$ cat config.mk
export PLATFORM = sky130hd
export DESIGN_NAME = rps_sequencer
export DESIGN_NICKNAME = d
export VERILOG_FILES = /design/src/rps_pkg.sv /design/src/rps_sequencer.sv
export SDC_FILE = /design/constraint.sdc
export NUM_CORES = 2
export LEC_CHECK = 0
export ABC_AREA = 0
export BUFFER_PORTS_ARGS = -buffer_cell sky130_fd_sc_hd__buf_2
export CAP_MARGIN = 25
export CORE_MARGIN = 3
export CORE_UTILIZATION = 32
export CTS_CLUSTER_SIZE = 12
export DETAILED_ROUTE_END_ITERATION = 16
export PLACE_DENSITY = 0.52
export SETUP_SLACK_MARGIN = 0.5
export SLEW_MARGIN = 10
export SYNTH_ARGS = -nofsm -noshare
export SYNTH_HDL_FRONTEND = slang
export SYNTH_HIERARCHICAL = 1
export SYNTH_SLANG_ARGS = --single-unit
$ cat constraint.sdc
create_clock -name ref_clk_i -period 34.6 [get_ports ref_clk_i]
set_input_delay 6.92 -clock ref_clk_i [delete_from_list [all_inputs] [get_ports ref_clk_i]]
set_output_delay 6.92 -clock ref_clk_i [all_outputs]
set_load 0.01 [all_outputs]
$ cat src/rps_pkg.sv
// Purpose: Shared constants and types for the RAM profile sequencer
// Assumes: 32-bit register port, byte addresses on word boundaries
// Notes:   Profile words are held as two registers per profile
package rps_pkg;

  localparam int unsigned DATA_W   = 32;
  localparam int unsigned ADDR_W   = 8;
  localparam int unsigned RAM_AW   = 10;
  localparam int unsigned RATE_W   = 16;
  localparam int unsigned NPROF    = 8;
  localparam int unsigned PIDX_W   = 3;

  // Register byte addresses
  localparam logic [7:0] REG_CTRL     = 8'h00;
  localparam logic [7:0] REG_STATUS   = 8'h04;
  localparam logic [7:0] REG_INT_STAT = 8'h08;
  localparam logic [7:0] REG_INT_MASK = 8'h0C;
  localparam logic [7:0] REG_PROF_LO  = 8'h40;
  localparam logic [7:0] REG_PROF_HI  = 8'h44;
  localparam logic [7:0] PROF_STRIDE  = 8'h08;

  // First control register fields
  localparam int unsigned SEQ_LSB  = 17;
  localparam int unsigned SEQ_MSB  = 20;
  localparam int unsigned DEST_LSB = 29;
  localparam int unsigned DEST_MSB = 30;

  // Profile low word: start and end address
  localparam int unsigned START_LSB = 0;
  localparam int unsigned END_LSB   = 16;
  // Profile high word: step interval, mode bits, no-dwell bit (stored only)
  localparam int unsigned RATE_LSB  = 0;

  localparam logic [31:0] CTRL_RST  = 32'h0000_0000;
  localparam logic [31:0] PROF_RST  = 32'h0000_0000;

  localparam logic [3:0] SEQ_OFF     = 4'h0;
  localparam logic [3:0] SEQ_INVALID = 4'hF;

  localparam logic [1:0] DONE_CYCLES = 2'h2;

  // Interrupt bits
  localparam int unsigned INT_DONE = 0;
  localparam int unsigned INT_HALT = 1;
  localparam int unsigned INT_W    = 2;

  typedef enum logic [3:0] {
    SEQ_IDLE  = 4'h1,
    SEQ_RUN   = 4'h2,
    SEQ_DWELL = 4'h4,
    SEQ_HALT  = 4'h8
  } rps_state_e;

endpackage : rps_pkg

// Purpose: Address step interval timer
// Assumes: Interval of zero behaves as one cycle
// Notes:   Restart takes priority over counting
`timescale 1ns/100ps
`default_nettype none
module rps_step_timer #(
  parameter int unsigned RATE_W = 16
) (
  // Clock and reset
  input  wire logic              clk_i,
  input  wire logic              rst_b_i,
  // Control
  input  wire logic              restart_i,
  input  wire logic              run_i,
  input  wire logic [RATE_W-1:0] interval_i,
  // Event
  output logic                   expire_o
);

  typedef struct packed {
    logic [RATE_W-1:0] cnt;
  } rps_tmr_s;

  rps_tmr_s tmr_q;
  rps_tmr_s tmr_d;

  always_comb begin
    tmr_d    = tmr_q;
    // Expiry looks at the count, run_i and interval_i only, so a restart derived from it cannot form a loop
    expire_o = run_i && ((tmr_q.cnt + RATE_W'(1)) >= interval_i);
    if (restart_i || !run_i || expire_o) begin
      tmr_d.cnt = '0;
    end else begin
      tmr_d.cnt = tmr_q.cnt + RATE_W'(1);
    end
  end

  always_ff @(posedge clk_i or negedge rst_b_i) begin
    if (!rst_b_i) begin
      tmr_q <= '0;
    end else begin
      tmr_q <= tmr_d;
    end
  end

endmodule // rps_step_timer
`default_nettype wire

$ cat src/rps_sequencer.sv
// Purpose: RAM internal profile sequencer with register port and interrupt
// Assumes: One clock at 20 MHz; host drives a plain strobe register port
// Notes:   Control and profile writes land in staging copies; the I/O update strobe makes them active
//
// Implementation choices: the address-and-strobe port and the register addresses.
`timescale 1ns/100ps
`default_nettype none

// Function
// - Sequencing starts only from the four-bit sequencing field.
// - Nonzero field: profile mode bits are disregarded.
// - No-dwell bit ignored; behaves as ramp-up with internal profile changes.
// - Profile select pins ignored while sequencing is active.
// - Update loading a nonzero field other than 1111 clears sweep-done, loads profile 0 start.
// - Address steps by one per expiry of that profile's own interval.
// - Reaching end address pulses sweep-done high for two clocks.
// - Next expiry after non-final end moves to next profile start and interval.
// - Profiles advance upward until the field's last profile is done.
// - Burst: expiry after final end halts; address then stays.
// - Continuous: expiry after final end returns to profile 0 start.
// - Behaviour changes only after reprogramming plus an update strobe.
// - Any start/end pair per profile accepted, no ordering checks.
// - Code 0010 plays profiles 0..2 then halts; 1000 cycles 0 and 1.
// - Field at bits 20:17; burst, continuous and invalid code decoding.
// - RAM word goes to the destination chosen by the destination field.
module rps_sequencer #(
  parameter int unsigned NPROF  = rps_pkg::NPROF,
  parameter int unsigned RATE_W = rps_pkg::RATE_W
) (
  // Clock and reset
  input  wire logic                       ref_clk_i,
  input  wire logic                       rst_b_i,
  // Register port
  input  wire logic [rps_pkg::ADDR_W-1:0] reg_addr_i,
  input  wire logic [rps_pkg::DATA_W-1:0] reg_wdata_i,
  input  wire logic                       reg_we_i,
  input  wire logic                       reg_re_i,
  output logic      [rps_pkg::DATA_W-1:0] reg_rdata_o,
  // Device pins
  input  wire logic                       io_update_i,
  input  wire logic [rps_pkg::PIDX_W-1:0] profile_i,
  output logic                            sweep_done_out_o,
  output logic                            irq_o,
  // RAM read side and DDS parameter delivery
  output logic      [rps_pkg::RAM_AW-1:0] ram_addr_o,
  input  wire logic [rps_pkg::DATA_W-1:0] ram_rdata_i,
  output logic      [rps_pkg::DATA_W-1:0] dds_word_o,
  output logic                      [1:0] dds_dest_o
);

  localparam int unsigned DW = rps_pkg::DATA_W;
  localparam int unsigned AW = rps_pkg::RAM_AW;
  localparam int unsigned PW = rps_pkg::PIDX_W;
  localparam int unsigned IW = rps_pkg::INT_W;

  typedef struct packed {
    logic [DW-1:0]            ctrl_stage;
    logic [DW-1:0]            ctrl_act;
    logic [NPROF-1:0][DW-1:0] lo_stage;
    logic [NPROF-1:0][DW-1:0] lo_act;
    logic [NPROF-1:0][DW-1:0] hi_stage;
    logic [NPROF-1:0][DW-1:0] hi_act;
    logic [2:0]               upd_sync;
    logic [1:0][PW-1:0]       pin_sync;
    rps_pkg::rps_state_e      state;
    logic [PW-1:0]            pidx;
    logic [AW-1:0]            addr;
    logic [1:0]               done_cnt;
    logic [IW-1:0]            int_stat;
    logic [IW-1:0]            int_mask;
    logic [DW-1:0]            rdata;
    logic [DW-1:0]            dds_word;
    logic [1:0]               dds_dest;
  } rps_state_s;

  rps_state_s st_q;
  rps_state_s st_d;

  logic       rst_meta_q;
  logic       rst_sync_q;
  logic       tmr_restart;
  logic       tmr_expire;
  logic [RATE_W-1:0] cur_rate;

  // Decode of the sequencing code: {enable, continuous, last profile}
  function automatic logic [4:0] seq_decode(input logic [3:0] code);
    logic [4:0] r;
    r = '0;
    if (code != rps_pkg::SEQ_OFF && code != rps_pkg::SEQ_INVALID) begin
      r[4] = 1'b1;
      r[3] = code[3];
      // Continuous codes start at 1000, so their last profile is the code minus seven
      // last profile select
      r[2:0] = code[3] ? (code[2:0] + 3'h1) : code[2:0];
    end
    return r;
  endfunction

  function automatic logic [AW-1:0] start_of(input logic [DW-1:0] lo);
    return lo[rps_pkg::START_LSB +: AW];
  endfunction

  function automatic logic [AW-1:0] end_of(input logic [DW-1:0] lo);
    return lo[rps_pkg::END_LSB +: AW];
  endfunction

  // Register-port profile index for a given base, or NPROF when no match
  function automatic logic [PW:0] prof_hit(input logic [7:0] a, input logic [7:0] base);
    logic [PW:0] r;
    r = (PW+1)'(NPROF);
    for (int i = 0; i < NPROF; i++) begin
      if (a == base + 8'(i) * rps_pkg::PROF_STRIDE) begin
        r = (PW+1)'(i);
      end
    end
    return r;
  endfunction

  // True when a profile lookup found a register
  function automatic logic hit_ok(input logic [PW:0] h);
    return h < (PW+1)'(NPROF);
  endfunction

  // Reset release through two flip-flops
  // Asynchronous assert, synchronous release, so all flops leave reset on one edge
  always_ff @(posedge ref_clk_i or negedge rst_b_i) begin
    if (!rst_b_i) begin
      rst_meta_q <= 1'b0;
      rst_sync_q <= 1'b0;
    end else begin
      rst_meta_q <= 1'b1;
      rst_sync_q <= rst_meta_q;
    end
  end

  // A newly loaded profile's interval applies from the cycle after its load
  assign cur_rate = st_q.hi_act[st_q.pidx][rps_pkg::RATE_LSB +: RATE_W];

  // Timer idles outside RUN and DWELL, so a halted burst draws no expiries
  rps_step_timer #(
    .RATE_W (RATE_W)
  ) u_timer (
    .clk_i      (ref_clk_i),
    .rst_b_i    (rst_sync_q),
    .restart_i  (tmr_restart),
    .run_i      (st_q.state == rps_pkg::SEQ_RUN || st_q.state == rps_pkg::SEQ_DWELL),
    .interval_i (cur_rate),
    .expire_o   (tmr_expire)
  );

  always_comb begin
    logic [PW:0]   lo_hit;
    logic [PW:0]   hi_hit;
    logic          upd;
    logic [4:0]    dec;
    logic [PW-1:0] nxt;
    logic          load;
    logic          ev_done;
    logic          ev_halt;
    lo_hit      = prof_hit(reg_addr_i, rps_pkg::REG_PROF_LO);
    hi_hit      = prof_hit(reg_addr_i, rps_pkg::REG_PROF_HI);
    upd         = 1'b0;
    dec         = '0;
    nxt         = '0;
    load        = 1'b0;
    ev_done     = 1'b0;
    ev_halt     = 1'b0;
    st_d        = st_q;
    tmr_restart = 1'b0;

    // Pin synchronisers; only the second stage and later are looked at
    // The third update stage exists only for the rising-edge detect
    st_d.upd_sync = {st_q.upd_sync[1:0], io_update_i};
    st_d.pin_sync = {st_q.pin_sync[0], profile_i};
    upd = st_q.upd_sync[1] && !st_q.upd_sync[2];

    // Register writes go to staging or control state
    if (reg_we_i) begin
      if (reg_addr_i == rps_pkg::REG_CTRL) begin
        st_d.ctrl_stage = reg_wdata_i;
      end
      if (reg_addr_i == rps_pkg::REG_INT_STAT) begin
        st_d.int_stat = st_q.int_stat & ~reg_wdata_i[IW-1:0];
      end
      if (reg_addr_i == rps_pkg::REG_INT_MASK) begin
        st_d.int_mask = reg_wdata_i[IW-1:0];
      end
      if (hit_ok(lo_hit)) begin
        st_d.lo_stage[lo_hit[PW-1:0]] = reg_wdata_i;
      end
      if (hit_ok(hi_hit)) begin
        st_d.hi_stage[hi_hit[PW-1:0]] = reg_wdata_i;
      end
    end

    // Read data appears the cycle after the read strobe
    st_d.rdata = '0;
    if (reg_re_i) begin
      if (reg_addr_i == rps_pkg::REG_CTRL) begin
        st_d.rdata = st_q.ctrl_stage;
      end else if (reg_addr_i == rps_pkg::REG_STATUS) begin
        // Layout: state 22:19, profile 18:16, sweep-done 15, address 9:0
        st_d.rdata = DW'({st_q.state, st_q.pidx, sweep_done_out_o, 5'h00, st_q.addr});
      end else if (reg_addr_i == rps_pkg::REG_INT_STAT) begin
        st_d.rdata = DW'(st_q.int_stat);
      end else if (reg_addr_i == rps_pkg::REG_INT_MASK) begin
        st_d.rdata = DW'(st_q.int_mask);
      end else if (hit_ok(lo_hit)) begin
        st_d.rdata = st_q.lo_stage[lo_hit[PW-1:0]];
      end else if (hit_ok(hi_hit)) begin
        st_d.rdata = st_q.hi_stage[hi_hit[PW-1:0]];
      end
    end

    if (st_q.done_cnt != 2'h0) begin
      st_d.done_cnt = st_q.done_cnt - 2'h1;
    end

    dec = seq_decode(st_q.ctrl_act[rps_pkg::SEQ_MSB:rps_pkg::SEQ_LSB]);

    if (upd) begin
      st_d.ctrl_act = st_q.ctrl_stage;
      st_d.lo_act   = st_q.lo_stage;
      st_d.hi_act   = st_q.hi_stage;
      dec = seq_decode(st_q.ctrl_stage[rps_pkg::SEQ_MSB:rps_pkg::SEQ_LSB]);
      if (dec[4]) begin
        st_d.done_cnt = 2'h0;
        st_d.pidx     = '0;
        load          = 1'b1;
      end else begin
        // Code off or invalid: the pins own the address from the next cycle
        st_d.state = rps_pkg::SEQ_IDLE;
      end
    end else begin
      case (st_q.state)
        rps_pkg::SEQ_IDLE: begin
          // Without sequencing the pins pick the profile
          st_d.addr = start_of(st_q.lo_act[st_q.pin_sync[1]]);
        end
        rps_pkg::SEQ_RUN: begin
          if (tmr_expire) begin
            st_d.addr = st_q.addr + AW'(1);
            // Compare the new address so the pulse starts as the end address appears
            if (st_d.addr == end_of(st_q.lo_act[st_q.pidx])) begin
              st_d.state = rps_pkg::SEQ_DWELL;
              ev_done    = 1'b1;
            end
          end
        end
        rps_pkg::SEQ_DWELL: begin
          if (tmr_expire) begin
            if (st_q.pidx == dec[2:0]) begin
              if (dec[3]) begin
                st_d.pidx = '0;
                load      = 1'b1;
              end else begin
                st_d.state = rps_pkg::SEQ_HALT;
                ev_halt    = 1'b1;
              end
            end else begin
              nxt       = st_q.pidx + PW'(1);
              st_d.pidx = nxt;
              load      = 1'b1;
            end
          end
        end
        rps_pkg::SEQ_HALT: begin
          // Address and profile index hold until the next update
          st_d.state = rps_pkg::SEQ_HALT;
        end
        default: begin
          st_d.state = rps_pkg::SEQ_IDLE;
        end
      endcase
    end

    // Mode and no-dwell bits of the high words are stored and read back only
    // mode bits unused
    if (load) begin
      tmr_restart = 1'b1;
      st_d.addr   = start_of(st_d.lo_act[st_d.pidx]);
      // A single-address profile is at its end already, so it pulses at load
      if (st_d.addr == end_of(st_d.lo_act[st_d.pidx])) begin
        st_d.state = rps_pkg::SEQ_DWELL;
        ev_done    = 1'b1;
      end else begin
        st_d.state = rps_pkg::SEQ_RUN;
      end
    end

    if (ev_done) begin
      st_d.done_cnt = rps_pkg::DONE_CYCLES;
    end

    // Event set wins over a same-cycle software clear
    if (ev_done) begin
      st_d.int_stat[rps_pkg::INT_DONE] = 1'b1;
    end
    if (ev_halt) begin
      st_d.int_stat[rps_pkg::INT_HALT] = 1'b1;
    end

    // One register stage on the RAM word; destination follows the active control copy
    // route RAM word
    st_d.dds_word = ram_rdata_i;
    st_d.dds_dest = st_q.ctrl_act[rps_pkg::DEST_MSB:rps_pkg::DEST_LSB];
  end

  always_ff @(posedge ref_clk_i or negedge rst_sync_q) begin
    if (!rst_sync_q) begin
      st_q            <= '0;
      st_q.ctrl_stage <= rps_pkg::CTRL_RST;
      st_q.ctrl_act   <= rps_pkg::CTRL_RST;
      st_q.lo_stage   <= {NPROF{rps_pkg::PROF_RST}};
      st_q.lo_act     <= {NPROF{rps_pkg::PROF_RST}};
      st_q.hi_stage   <= {NPROF{rps_pkg::PROF_RST}};
      st_q.hi_act     <= {NPROF{rps_pkg::PROF_RST}};
      st_q.state      <= rps_pkg::SEQ_IDLE;
    end else begin
      st_q <= st_d;
    end
  end

  assign reg_rdata_o      = st_q.rdata;
  assign sweep_done_out_o = (st_q.done_cnt != 2'h0);
  assign irq_o            = |(st_q.int_stat & st_q.int_mask);
  assign ram_addr_o       = st_q.addr;
  assign dds_word_o       = st_q.dds_word;
  assign dds_dest_o       = st_q.dds_dest;

endmodule // rps_sequencer
`default_nettype wire

After elaboration in Yosys (flattened, before gate mapping)
Cells that the tools add are included.
- register bits after elaboration: 1203
- input port bits: 80
- output and inout port bits: 78
- logic and storage cells: 228
- add/sub/neg operators: 6
- order comparisons: 10
- equality and inequality tests: 37
- multiplexer cells: 93
- bitwise logic cells: 3
- reductions and logical operators: 29
- operators with widths (kind ; number):
    32-bit binary-select mux with 3-bit select ; 6
    256-bit bitwise mux ; 2
    32-bit 2-to-1 mux ; 11
    256-bit 2-to-1 mux ; 1
    32-bit demux with 3-bit select ; 2
    8-bit by 7-bit equality test with 1-bit output, second input constant ; 16
    4-bit 2-to-1 mux ; 24
    26-bit 2-to-1 mux ; 2
    10-bit 2-to-1 mux ; 4
    16-bit 2-to-1 mux ; 2
    3-bit 2-to-1 mux ; 7
    10-bit equality test ; 2
    3-bit by 4-bit less-than comparator with 1-bit output, second input constant ; 5
    1-bit 2-to-1 mux ; 20
    10-bit one-hot mux with 2 select lines ; 1
    16-bit by 1-bit adder with 16-bit output, second input constant ; 1
    8-bit by 4-bit equality test with 1-bit output, second input constant ; 2
    16-bit greater-or-equal comparator ; 1
    4-bit one-hot mux with 4 select lines ; 1
    7-bit 2-to-1 mux ; 2
    2-bit 2-to-1 mux ; 6
    4-bit inequality test, second input constant ; 3
    2-bit AND reduction ; 6
    10-bit by 1-bit adder with 10-bit output, second input constant ; 1
    28 further kinds ; 50

Logic depth before layout (Yosys ltp)
- word-level depth: 18
- mapped depth: 25
- mapped depth without buffers: 21

Modules after synthesis
Netlist, hierarchy kept.
- by module, submodules not included (module ; instances ; cells an instance ; area each (um^2)):
    rps_sequencer ; 1 ; 3606 ; 42560.8
    rps_step_timer ; 1 ; 148 ; 1301.2

Worst setup path before layout
OpenSTA, ideal clock, no wires.
- kind: input -> register
- start: in reg_addr_i[3] (netlist bit)
- end: reg st_q[1000] (netlist bit)
- setup time: 125 ps
- arrival time: 9017 ps
- data required time: 34475 ps
- path slack: 25458 ps
- cell stages on the path: 7
- path buffers: 3
- cell sequence: clkbuf_1 nor4_1 nand2_1 clkbuf_1 nor2_1 clkbuf_1 mux2_2
- cells in the longest elaborated chain, start to end: 13
- RTL lines (item ; line ; RTL):
    start: declaration ; rps_sequencer.sv:34 ; input wire logic [rps_pkg::ADDR_W-1:0] reg_addr_i,
    8-bit by 7-bit equality test with 1-bit output ; rps_sequencer.sv:112 ; if (a == base + 8'(i) * rps_pkg::PROF_STRIDE) begin
    4-bit 2-to-1 mux (6 in series) ; rps_sequencer.sv:112 ;
    4-bit 2-to-1 mux * ; rps_sequencer.sv:112 ;
    3-bit by 4-bit less-than comparator with 1-bit output (not written as such) / 3-bit by 1-bit greater-or-equal comparator with 1-bit output (equally long branches) ; rps_sequencer.sv:189 ; st_d.lo_stage[lo_hit[PW-1:0]] = reg_wdata_i;
    1-bit logical AND (not written as such) ; rps_sequencer.sv:189 ;
    32-bit 2-to-1 mux (not written as such) ; rps_sequencer.sv:189 ;
    32-bit demux with 3-bit select ; rps_sequencer.sv:189 ;
    256-bit bitwise mux ; rps_sequencer.sv:189 ;
    end signal: assignment ; rps_sequencer.sv:320 ; st_q <= st_d;
    end: declaration ; rps_sequencer.sv:76 ; rps_state_s st_q;
Mark *: on every way between the ends. The rest lies on a longest branch, timed or not.
A chain may end at the register's enable or synchronous reset.

Worst setup path after layout
- start: in reg_addr_i[6] (netlist bit)
- end: reg st_q[952] (netlist bit)
The elaborated chain is that of the path after synthesis.

==> out/qor.csv <==
stage,metric,value,unit
status,status,finished clean,
timing,finalHoldViolCount,0,
clock_network,clkLatencyLatePin,0.74,ns
synthesis,synthTopCellsByArea,"dfrtp_1 (54%), mux2_2 (15%), nand2_1 (7.4%), mux4_2 (3.7%), mux2i_1 (2.1%)",
floorplan,ios,158,
clock_network,cts.clk_slew.worst_paths,0.06,ns
synthesis,yosys.cell_types.count,77,
timing,max_freq,0.102,GHz
worst_setup_path,crit_chain,"buf_2, nor2b_1, and2_2, buf_4, nand2_1, nor2_4, buf_4, mux2_2",
synthesis,synth_edf_count,0,
synthesis,yosysSeqAreaShare,54.4,%
worst_setup_path,reg2reg_slack,26.36,ns
cells_and_area,nets,3851,
grt,grtUsageTotal,20.0,%
timing,fin_skew,0.0687,ns
synthesis,syn_nets,3855,
floorplan,die_height,376,um
timing,finalWorstSetupSlack,24.83,ns
floorplan,core-area,136000,sq um
grt,overflow,0,
detailed_routing,wl_per_cell,25.4,um
hold_path,hold_path_class,reg2reg,
clock_network,cts_tree,yes,
synthesis,synth_common_cells,"dfrtp_1 (953), nand2_1 (864), mux2_2 (597)",
timing,rsz0062_at_grt,no,
job,cap_viol_max_count,0,
synthesis,yosys_most_used_dff,dfrtp_1,
synthesis,yosysTopAreaCellShare,54.4,%
floorplan,rows,135,
grt,grt_max_degree,146,
detailed_routing,antenna_left,0,
detailed_routing,viasPerCell,5.40,
worst_setup_path,path_common_cell,buf_4,
detailed_routing,drt_first_pass_iters,5,
timing,period_share,28.2,%
timing,slew_violations,0,
clock_network,hold_buffers,0,
timing,relSlewSlack,28.8,%
cells_and_area,drive_gt1_share,30.8,%
worst_setup_path,slowest_delay,0.64,ns
clock_network,cts_buffers,108,
worst_setup_path,reg2reg_depth,21,
timing,min_period,9.77,ns
floorplan,dieWidth,376,um
detailed_routing,drt_iter0_drc,2577,
worst_setup_path,critPathLaunchType,input port,
synthesis,synth_area,43900,sq um
clock_network,cts_setup_buffers,0,
synthesis,ys_ff_latch,954,
worst_setup_path,cp_max_fo,37,
worst_setup_path,critPathRequiredTime,35.16,ns
detailed_routing,wl,143,mm
synthesis,ys_warn_count,6,
synthesis,synth_top_area_cell,dfrtp_1,
synthesis,synthCells,3754,
worst_setup_path,worst-setup-path-type,in2reg,
worst_setup_path,crit_path_end_kind,flip-flop,
timing,timing.setup.tns,0,ns
grt,antenna_found_initial,12,
hold_path,hold_depth,0,
pwr,leakagePower,24.7,nW
grt,grt_pass1_wl,213,mm
synthesis,yosysMostFrequentCell,dfrtp_1,
placed_design,pre_cts_ws,24.23,ns
clock_network,cts_num_sinks,954,
pwr,max-vdd-ir-drop,0.0000445,V
placed_design,io_buffers,157,
detailed_routing,drc,0,
clock_network,clk_path_buf_depth,3,
synthesis,avgSynthCellArea,11.7,sq um
grt,grt_pass1_vias,31000,
pwr,power.density,50.2,nW/um^2
floorplan,start_util,32.3,%
timing,final-setup-viol-count,0,
detailed_routing,vias,30400,
clock_network,cts_root_buf,clkbuf_16,
clock_network,cts_resized,0,
synthesis,async_flop_share,100,%
floorplan,die_area,142000,sq um
cells_and_area,syn2layout_area_growth,13.4,%
timing,worst_pin_slew,1.07,ns
placed_design,hpwl,86.3,mm
clock_network,htree_num_levels,3,
placed_design,routabilityCongestion,0.828,
worst_setup_path,arrival,10.33,ns
worst_setup_path,slowest_stage,nor2_4,
[flip-flops by register name, indices dropped and copies added (netlist names)]
signal	flops
ram_addr_o	10
dds_word_o	32
rst_meta_q	1
reg_rdata_o	32
st_d	7
dds_dest_o	2
st_q	853
u_timer/tmr_q	16
rst_sync_q	1
[stage by stage]
step	total power, mW	util, %	area (sq um)	std cells	hold slack (ns)
global placement	1.34	33.8	45900	5415	0.336
global route	2.59	36.6	49700	5621	0.355
detailed placement	1.34	33.9	46000	5417	0.337
CTS	2.52	36.5	49600	5617	0.351
finish	2.50	36.6	49700	5626	0.351
floorplan	1.28	-	43900	3754	0.331
[placed cells by master (no fill, tap or decap), types with 11 or more instances in the layout]
master / n
clkbuf_8: 26
nand4_1: 17
clkbuf_16: 108
a22o_1: 15
ha_1: 21
mux2_2: 597
a221oi_1: 14
mux4_2: 72
nor2b_1: 25
a21oi_1: 28
dfrtp_1: 949
nor3_1: 63
o21ai_0: 13
o22ai_1: 142
mux2i_1: 90
nor4_1: 20
buf_4: 70
clkbuf_1: 28
buf_2: 157
xor2_1: 14
o31a_1: 17
clkinv_2: 17
nand2_1: 853
xnor2_1: 31
inv_1: 60
mux2_1: 16
o221a_2: 49
a22oi_1: 11
nor2_1: 59
o221ai_1: 70
nand2_2: 11
a211oi_1: 19
nand3_1: 11
[layout make-up]
type	count	area [sq um]
Timing Repair Buffer	234	1480
Fill cell	13500	86100
Clock buffer	162	3170
Sequential cell	954	23900
Inverter	63	238
Multi-Input combinational cell	2389	18300
Tap cell	1781	2230
Clock inverter	38	475
Antenna cell	5	12.5
[path summary, 6_finish.rpt]
kind                               to     startpoint
min                          st_q[93]       st_d[93]
min reg2reg                  st_q[93]       st_d[93]
min in group asynchronous  st_q[1074]     rst_sync_q
max reg2reg                  st_q[87]       st_q[82]
max in group asynchronous  rst_sync_q        rst_b_i
max                         st_q[952]  reg_addr_i[6]
[metal layers]
| layer | up-vias | share of wire [%] | global-route usage [%] |
|---|---|---|---|
| li1 | 13200 | - | - |
| met1 | 16000 | 47 | 29.5 |
| met2 | 945 | 44 | 29.8 |
| met3 | 184 | 6.5 | 3.89 |
| met4 | 6 | 2.1 | 5.30 |
| met5 | - | 0.057 | 0.309 |
[where the power goes]
group / switching [mW] / internal (mW) / leakage [nW] / total, mW
Clock: 0.496 / 0.680 / 1.78 / 1.18
Sequential: 0.0278 / 1.15 / 13.1 / 1.17
Combinational: 0.0966 / 0.0478 / 9.73 / 0.144
Total: 0.621 / 1.87 / 24.7 / 2.50
[worst max-delay path: cells and delay by family]
kind | cells | cell delay (ns)
muxes | 1 | 0.38
buffers and inverters | 3 | 1.20
and+or+nand+nor | 4 | 1.77
[logic make-up (layout without fill, tap and decap cells)]
kind of cell,Yosys count,after routing,synth area share (%)
AOI/OAI and AO/OA,421,421,7.53
other,1,6,0.00855
muxes,775,775,21.5
buffers and inverters,411,497,4.36
DFF,954,954,54.4
and+or+nand+nor,1125,1125,10.6
adders and majority gates,21,21,0.599
xor gates and xnor gates,46,46,0.936
(Power assumes the default switching activity.)
